**config.mk**
```make
export PLATFORM = sky130hd
export DESIGN_NAME = dxi_ext_irq
export DESIGN_NICKNAME = d
export VERILOG_FILES = /design/src/dxi_pkg.sv /design/src/dxi_ext_irq.sv /design/src/dxi_sync_edge.sv
export VERILOG_INCLUDE_DIRS = /design/src
export SDC_FILE = /design/constraint.sdc
export NUM_CORES = 1
export LEC_CHECK = 0
export BUFFER_PORTS_ARGS = -buffer_cell sky130_fd_sc_hd__buf_2
export CAP_MARGIN = 0
export CORE_ASPECT_RATIO = 1.1
export CORE_MARGIN = 2
export CORE_UTILIZATION = 52
export DETAILED_ROUTE_END_ITERATION = 12
export PLACE_DENSITY = 0.89
export SETUP_SLACK_MARGIN = 0.4
export SYNTH_ARGS = -nofsm -noshare
export SYNTH_HDL_FRONTEND = slang
export SYNTH_SLANG_ARGS = --single-unit
```
**constraint.sdc**
```tcl
create_clock -name clk -period 2 [get_ports clk]
set_input_delay 0.2 -clock clk [delete_from_list [all_inputs] [get_ports clk]]
set_output_delay 0.2 -clock clk [all_outputs]
set_load 0.05 [all_outputs]
```
**src/dxi_defines.svh**
```systemverilog
// Purpose: constants of the external interrupt block (offsets, fields, codes)
// Assumes: byte addresses on a plain register port, 32-bit data
// Notes:   included by the package, by dxi_ext_irq and by the bench
`ifndef DXI_DEFINES_SVH
`define DXI_DEFINES_SVH

// geometry of the port groups
`define DXI_GROUPS      4
`define DXI_GROUP_W     24
`define DXI_ADDR_W      8
`define DXI_DATA_W      32
// position of the two reassignable lines inside group 3 (port C bits 7 and 6)
`define DXI_ENN_BIT     23
`define DXI_REQ_BIT     22
`define DXI_REQ_GROUP   3

// register offsets
`define DXI_OFF_CTRL    8'h00
`define DXI_OFF_STATUS  8'h04
`define DXI_OFF_CLEAR   8'h08
`define DXI_OFF_IRQEN   8'h0C
`define DXI_OFF_LATCH0  8'h10
`define DXI_OFF_LATCH3  8'h1C

// control register fields
`define DXI_CTRL_MODE   0
`define DXI_CTRL_EDGE   1
`define DXI_CTRL_LATCH  4

// edge selection codes
`define DXI_EDGE_RISE   2'h0
`define DXI_EDGE_FALL   2'h1
`define DXI_EDGE_BOTH   2'h2

// status, clear and enable bit positions
`define DXI_ST_PEND     0
`define DXI_ST_MISS     1
`define DXI_ST_RISE     2
`define DXI_ST_FALL     3
`define DXI_ST_W        4

`endif

```
**src/dxi_pkg.sv**
```systemverilog
// Purpose: types of the external interrupt block
// Assumes: constants come from the defines header
// Notes:   one packed struct per module holds all its state
`include "dxi_defines.svh"
package dxi_pkg;

  // state of the synchroniser and edge detector
  typedef struct packed {
    logic reqMeta;  // first stage, request
    logic reqSync;  // second stage, request
    logic reqPrev;  // delayed copy for edge detect
    logic enMeta;   // first stage, enable
    logic enSync;   // second stage, enable
  } dxi_sync_t;

  // state of the top block
  typedef struct packed {
    logic                                       mode;     // pins used for interrupt
    logic [1:0]                                 edgeSel;  // trigger edge selection
    logic [`DXI_GROUPS-1:0]                     latchEn;  // per-group latch option
    logic [`DXI_ST_W-1:0]                       status;   // sticky flags
    logic [`DXI_ST_W-1:0]                       irqEn;    // interrupt enables
    logic                                       missSeen; // miss already recorded
    logic [`DXI_GROUPS-1:0][`DXI_GROUP_W-1:0]   latch;    // latched input data
    logic [`DXI_DATA_W-1:0]                     rdData;   // read answer
    logic                                       irq;      // interrupt output
  } dxi_state_t;

endpackage

```
**src/dxi_ext_irq.sv**
```systemverilog
// Purpose: external interrupt logic of a four-group digital I/O block
// Assumes: plain register port, read data one cycle after the strobe
// Notes:   group 3 port C bits 7/6 act as enable and request in interrupt mode
//
// What this block does
// - config switches two group-3 lines to interrupt
// - enable input active low, permits requests
// - request is edge sensitive, not level
// - each group may latch data on request
// - trigger on rising, falling or both edges
// - rising edge is the reset default
// - both-edge mode gives one request per edge
// - falling edge during pending service is ignored
// - edges ignored while pending flag is set
// - first ignored edge sets missed flag once
//
// The address-and-strobe port and the placing of the registers were decided locally.
`timescale 1ns/100ps
`include "dxi_defines.svh"
module dxi_ext_irq
  import dxi_pkg::*;
(
  input  wire logic                                 clk,      // 10 MHz board clock
  input  wire logic                                 resetn,   // async reset, active low
  input  wire logic [`DXI_ADDR_W-1:0]               addr,     // register byte address
  input  wire logic [`DXI_DATA_W-1:0]               wrData,   // write data
  input  wire logic                                 wrStb,    // write strobe
  input  wire logic                                 rdStb,    // read strobe
  input  wire logic [`DXI_GROUPS*`DXI_GROUP_W-1:0]  groupIn,  // input data of all groups
  output logic      [`DXI_DATA_W-1:0]               rdData,   // read data, cycle after rdStb
  output logic                                      irqOut    // level interrupt
);

  dxi_state_t q;  // registered state
  dxi_state_t d;  // next state

  logic reqRise;  // synchronised rising edge
  logic reqFall;  // synchronised falling edge
  logic enNSync;  // synchronised enable, active low

  // request and enable lines of group 3 port C
  dxi_sync_edge uSync (
    .clk     (clk),
    .resetn  (resetn),
    .reqIn   (groupIn[`DXI_REQ_GROUP*`DXI_GROUP_W+`DXI_REQ_BIT]),
    .enNIn   (groupIn[`DXI_REQ_GROUP*`DXI_GROUP_W+`DXI_ENN_BIT]),
    .reqRise (reqRise),
    .reqFall (reqFall),
    .enNSync (enNSync)
  );

  // true when the address hits a given register offset
  function automatic logic hit(input logic [`DXI_ADDR_W-1:0] a,
                               input logic [`DXI_ADDR_W-1:0] off);
    hit = (a == off);
  endfunction

  // true when the address falls in the latched-data window
  function automatic logic inLatch(input logic [`DXI_ADDR_W-1:0] a);
    inLatch = (a >= `DXI_OFF_LATCH0) && (a <= `DXI_OFF_LATCH3) && (a[1:0] == 2'h0);
  endfunction

  // qualified trigger terms
  logic selRise;   // rising edges selected
  logic selFall;   // falling edges selected
  logic trig;      // a selected, enabled edge
  logic accept;    // edge taken as a new request
  logic ignored;   // edge dropped while pending
  logic [`DXI_ST_W-1:0] clr;  // bits cleared by software

  // edge selection and enable qualification
  always_comb begin
    selRise = (q.edgeSel != `DXI_EDGE_FALL);
    selFall = (q.edgeSel != `DXI_EDGE_RISE);
    trig    = q.mode && !enNSync &&
              ((reqRise && selRise) || (reqFall && selFall));
    accept  = trig && !q.status[`DXI_ST_PEND];
    ignored = trig && q.status[`DXI_ST_PEND];
    clr     = (wrStb && hit(addr, `DXI_OFF_CLEAR)) ? wrData[`DXI_ST_W-1:0] : '0;
  end

  // next-state logic: registers, flags, latches, read answer
  always_comb begin
    logic [`DXI_ST_W-1:0] setBits;  // bits set by hardware this cycle
    logic [2:0]           gIdx;     // latch group index for reads
    setBits = '0;
    gIdx    = '0;
    d       = q;
    d.rdData = '0;
    // software writes to configuration
    if (wrStb) begin
      if (hit(addr, `DXI_OFF_CTRL)) begin
        d.mode    = wrData[`DXI_CTRL_MODE];
        d.edgeSel = wrData[`DXI_CTRL_EDGE +: 2];
        d.latchEn = wrData[`DXI_CTRL_LATCH +: `DXI_GROUPS];
      end
      if (hit(addr, `DXI_OFF_IRQEN)) begin
        d.irqEn = wrData[`DXI_ST_W-1:0];
      end
    end
    // accepted edge: pending, edge record, data latch
    if (accept) begin
      setBits[`DXI_ST_PEND] = 1'b1;
      setBits[`DXI_ST_RISE] = reqRise;
      setBits[`DXI_ST_FALL] = reqFall;
      for (int g = 0; g < `DXI_GROUPS; g++) begin
        if (q.latchEn[g]) begin
          d.latch[g] = groupIn[g*`DXI_GROUP_W +: `DXI_GROUP_W];
        end
      end
    end
    // only the first ignored edge reports a miss
    if (ignored && !q.missSeen) begin
      setBits[`DXI_ST_MISS] = 1'b1;
    end
    // software clear, hardware set wins
    d.status   = (q.status & ~clr) | setBits;
    d.missSeen = (q.missSeen && !clr[`DXI_ST_PEND]) ||
                 (ignored && !q.missSeen);
    // level interrupt from enabled status bits
    d.irq = |(d.status & d.irqEn);
    // read decode, unmapped reads give zero
    if (rdStb) begin
      if (hit(addr, `DXI_OFF_CTRL)) begin
        d.rdData[`DXI_CTRL_MODE]              = q.mode;
        d.rdData[`DXI_CTRL_EDGE +: 2]         = q.edgeSel;
        d.rdData[`DXI_CTRL_LATCH +: `DXI_GROUPS] = q.latchEn;
      end else if (hit(addr, `DXI_OFF_STATUS)) begin
        d.rdData[`DXI_ST_W-1:0] = q.status;
      end else if (hit(addr, `DXI_OFF_IRQEN)) begin
        d.rdData[`DXI_ST_W-1:0] = q.irqEn;
      end else if (inLatch(addr)) begin
        gIdx = addr[4:2];
        d.rdData[`DXI_GROUP_W-1:0] = q.latch[gIdx[1:0]];
      end
    end
  end

  // state register; reset gives rising-edge mode, all flags clear
  always_ff @(posedge clk or negedge resetn) begin
    if (!resetn) begin
      q         <= '0;
      q.edgeSel <= `DXI_EDGE_RISE;
    end else begin
      q <= d;
    end
  end

  // outputs straight from flip-flops
  assign rdData = q.rdData;
  assign irqOut = q.irq;

  logic clrPend;  // software clears pending this cycle
  assign clrPend = clr[`DXI_ST_PEND];
endmodule // dxi_ext_irq

```
**src/dxi_sync_edge.sv**
```systemverilog
// Purpose: synchronise request and enable pins, detect request edges
// Assumes: single clock, asynchronous active-low reset
// Notes:   edge pulses are one cycle, two cycles after the pin change
`timescale 1ns/100ps
module dxi_sync_edge
  import dxi_pkg::*;
(
  input  wire logic clk,      // board clock
  input  wire logic resetn,   // async reset, active low
  input  wire logic reqIn,    // raw request pin
  input  wire logic enNIn,    // raw enable pin, active low
  output logic      reqRise,  // one-cycle pulse on rising edge
  output logic      reqFall,  // one-cycle pulse on falling edge
  output logic      enNSync   // synchronised enable, active low
);

  dxi_sync_t q;  // registered state
  dxi_sync_t d;  // next state

  // shift the two stages; first stage feeds only the second
  always_comb begin
    d         = q;
    d.reqMeta = reqIn;
    d.reqSync = q.reqMeta;
    d.reqPrev = q.reqSync;
    d.enMeta  = enNIn;
    d.enSync  = q.enMeta;
  end

  // reset to idle high enable (disabled) and low request
  always_ff @(posedge clk or negedge resetn) begin
    if (!resetn) begin
      q <= '{reqMeta: 1'b0, reqSync: 1'b0, reqPrev: 1'b0, enMeta: 1'b1, enSync: 1'b1};
    end else begin
      q <= d;
    end
  end

  // edges from the synchronised stage only
  assign reqRise = q.reqSync & ~q.reqPrev;
  assign reqFall = ~q.reqSync & q.reqPrev;
  assign enNSync = q.enSync;

endmodule // dxi_sync_edge

```
==> metrics.md <==
| Metric | Value |
|---|---|
| Grt ovf | `0` |
| Final Max Slew Viols | `0` |
| Max_cap viols | `0` |
| First-pass GRT wire length | `23,000 um` |
| Synth Flop Type | `dfrtp_1` |
| Crit path max fanout | `17` |
| DRT Pass-1 Iters | `5` |
| Largest family of logic cells by synthesized area | `multiplexers` |
| DRC marker count from the first detailed-route iteration | `197` |
| Outcome | `finished, final reports clean` |
| Share of layout cells above drive strength 1 | `0.599` |
| WL met3 | `842 um` |
| # rows | `42` |
| Post-synth EDFFs | `0` |
| Drt drc | `0` |
| Synth area leader | `dfrtp_1` |
| Fin nets | `696` |
| Vias in the first global route | `4,386` |
| Synth warn | `0` |
| Data required, critical path | `2.29 ns` |
| Post-synth ARST share | `1.00` |
| Cell with the most instances after synthesis | `dfrtp_1` |
| Post-DRT Antenna Nets | `0` |
| Crit path depth | `6` |
| Routed len/inst | `19.6 um` |
| Worst VDD drop | `0.000477 V` |
| Clock transition at the registers of the reported paths | `0.06 ns` |
| Num CTS Buffers | `17` |
| CTS tree | `done` |
| Flop pwr share | `0.439` |
| Sum Neg Setup Slack | `0 ns` |
| Post-DP HPWL | `9780 um` |
| Synth-to-Final Area Change | `25.0%` |
| Combinational power share | `0.078` |
| Core box area | `11,900 um^2` |
| GRT Total Usage | `0.241` |
| Fraction of synthesized area in multiplexers | `0.283` |
| Final setup violating endpoints | `0` |
| Pleak | `3.77 nW` |
| DRT Wirelength | `14,200 um` |
| DR top layer | `met4` |
| I/O Buffers | `140` |
| Adder-Cell Fraction of Synth Area | `0` |
| Root Buffer Master | `clkbuf_16` |
| Post-synth top area share | `0.559` |
| Ports | `173` |
| Fill cell count | `860` |
| Crit path cell chain | `xor2_2 -> o2111ai_2 -> nor2_4 -> nand2_2 -> buf_12 -> mux2_2` |
| Antenna violations before repair | `4` |
| H-tree depth | `4` |
| CP bufs+invs | `1` |
| Crit path max-delay cell type | `dfrtp_1` |
| P per Cell Area | `896 nW/um^2` |
| Minimum clock period | `1.80 ns` |
| Final hold vios | `0` |
| Post-synthesis simple-gate area fraction | `0.0595` |
| Worst R2R Path Depth | `6` |
| Tot Pwr | `7.02 mW` |
| Met2 WL | `7660 um` |
| Clock sink count | `142` |
| Sequential element share of the synthesized area | `0.567` |
| Power Internal | `5.53 mW` |
| Sw power | `1.48 mW` |
| Fmax | `0.554 GHz` |
| Post-synthesis xor/xnor area fraction | `0.00279` |
| RSZ-0062 raised after global routing | `true` |
| Clock buffer depth | `2` |
| Die W | `109 um` |
| Worst Skew | `0.00914 ns` |
| Die Span Y | `119 um` |
| Delay-heaviest family, CP | `flip-flops` |
| Hold Path Depth | `2` |
| Synthesis-stage register bit count | `142` |
| Worst-Skew Late Latency | `0.42 ns` |
| Commonest cells in the synthesized netlist | `140 x dfrtp_1, 98 x mux2_2, 34 x buf_4` |
| Crit. End Element | `flip-flop` |
| Critical Path AT | `2.10 ns` |
| Compound-gate portion of the synthesized area | `0.0238` |
| Mapped Avg Cell Area | `15.1 um^2` |
| Largest net degree at the start of global routing | `59` |
| Fin crit share | `0.902` |
| Type of the tightest min-delay check | `input pin to flip-flop` |
| Switch share | `0.211` |
| Syn Inst Count | `414` |
| Largest cells by area after synthesis | `dfrtp_1 56%, mux2_2 18%, mux4_2 8.6%, buf_4 4.1%, mux2_4 1.9%` |
| Slowest stage delay, CP | `0.43 ns` |
| Netlist cell types | `44` |
| M1 wire length | `5260 um` |
| Via density | `5.43` |
| Crit start category | `flip-flop` |
| WS Path Type | `flip-flop to flip-flop` |
| Via count | `3,942` |
| Initial cell density of the core | `0.528` |
| Die ar. | `12,900 um^2` |
| Clock Power Share | `0.482` |
| Final GP Congestion | `0.849` |
| Synthesized area | `6270 um^2` |
## layout make-up
cell class                 instances  area, um^2  share of cell area
antenna                            4        10.0             0.00128
clock buffer                      20         447              0.0570
clock inverter                    11         189              0.0241
inverter                           3        11.3             0.00144
multi-input combinational        225        2400               0.306
sequential                       142        3560               0.454
tap                              154         193              0.0246
timing repair buffer             167        1030               0.131
## power groups by stage
stage / Clock, mW / Sequential (mW) / Combinational (mW)
3_5_place_dp: 0 / 3.12 / 0.530
3_3_place_gp: 0 / 3.11 / 0.508
2_1_floorplan: 0 / 3.10 / 0.310
5_1_grt: 3.58 / 3.10 / 0.601
4_1_cts: 3.44 / 3.08 / 0.544
6_report: 3.38 / 3.08 / 0.550
## repair_timing
| item | 4_1_cts | 5_1_grt |
|---|---|---|
| setup endpoints to repair | 97 | 100 |
| hold buffers | 3 | 2 |
| resized for setup | 8 | 12 |
| endpoints found under the hold margin | 41 | 2 |
| pin swaps | 2 | 2 |
| setup buffers | 3 | 1 |
## stage by stage
| step | util | std cells | hold slack [ns] | instance area [um^2] | setup WS (ns) |
|---|---|---|---|---|---|
| global placement | 0.591 | 682 | 0.123 | 7020 | 0.237 |
| detailed placement | 0.591 | 682 | 0.137 | 7020 | 0.180 |
| global route | 0.659 | 724 | -0.000200 | 7830 | 0.153 |
| floorplan | - | 421 | -0.0956 | 6290 | 0.353 |
| finish | 0.660 | 726 | 0.0146 | 7830 | 0.197 |
| CTS | 0.652 | 719 | 0.000587 | 7740 | 0.258 |
## registers in the layout, summed over array words and instances, names as in the netlist
signal	count
irqOut	1
rdData	24
uSync.enNSync	1
q	112
uSync.d	3
uSync.q	1
## path summary, 6_finish.rpt
| kind | slack, ns | from | to |
|---|---|---|---|
| max reg2reg | 0.20 | q[142] | q[56] |
| max in group asynchronous | 1.01 | resetn | uSync.d[0] |
| min reg2reg | 0.35 | uSync.d[0] | uSync.enNSync |
| min in group asynchronous | 0.27 | resetn | q[121] |
| max | 0.20 | q[142] | q[56] |
| min | 0.01 | groupIn[15] | q[48] |
## layout by cell type (no fill, tap or decap), types with 8 or more instances in the layout
master | Yosys | routed
nor2_1 | 9 | 9
clkbuf_16 | 0 | 17
nor2b_1 | 15 | 15
mux2_2 | 98 | 95
dfrtp_1 | 140 | 139
mux2_4 | 8 | 11
buf_4 | 34 | 13
mux4_2 | 24 | 24
buf_2 | 3 | 139
conb_1 | 1 | 8
nand2_1 | 8 | 8
buf_12 | 0 | 8
## metal layers
metal,vias to the layer above,GRT usage
li1,1732,-
met5,-,0
met2,146,0.412
met3,33,0.0701
met1,2031,0.280
met4,0,0.103
## kinds of logic (layout without fill, tap and decap cells)
logic type / count (synthesis) / count (layout)
AOI/OAI and AO/OA: 20 / 20
buffers and inverters: 54 / 201
muxes: 131 / 131
and+or+nand+nor: 64 / 64
xor gates and xnor gates: 2 / 2
DFF: 142 / 142
other: 1 / 12
Note: power is estimated with default switching activity, not from simulation.
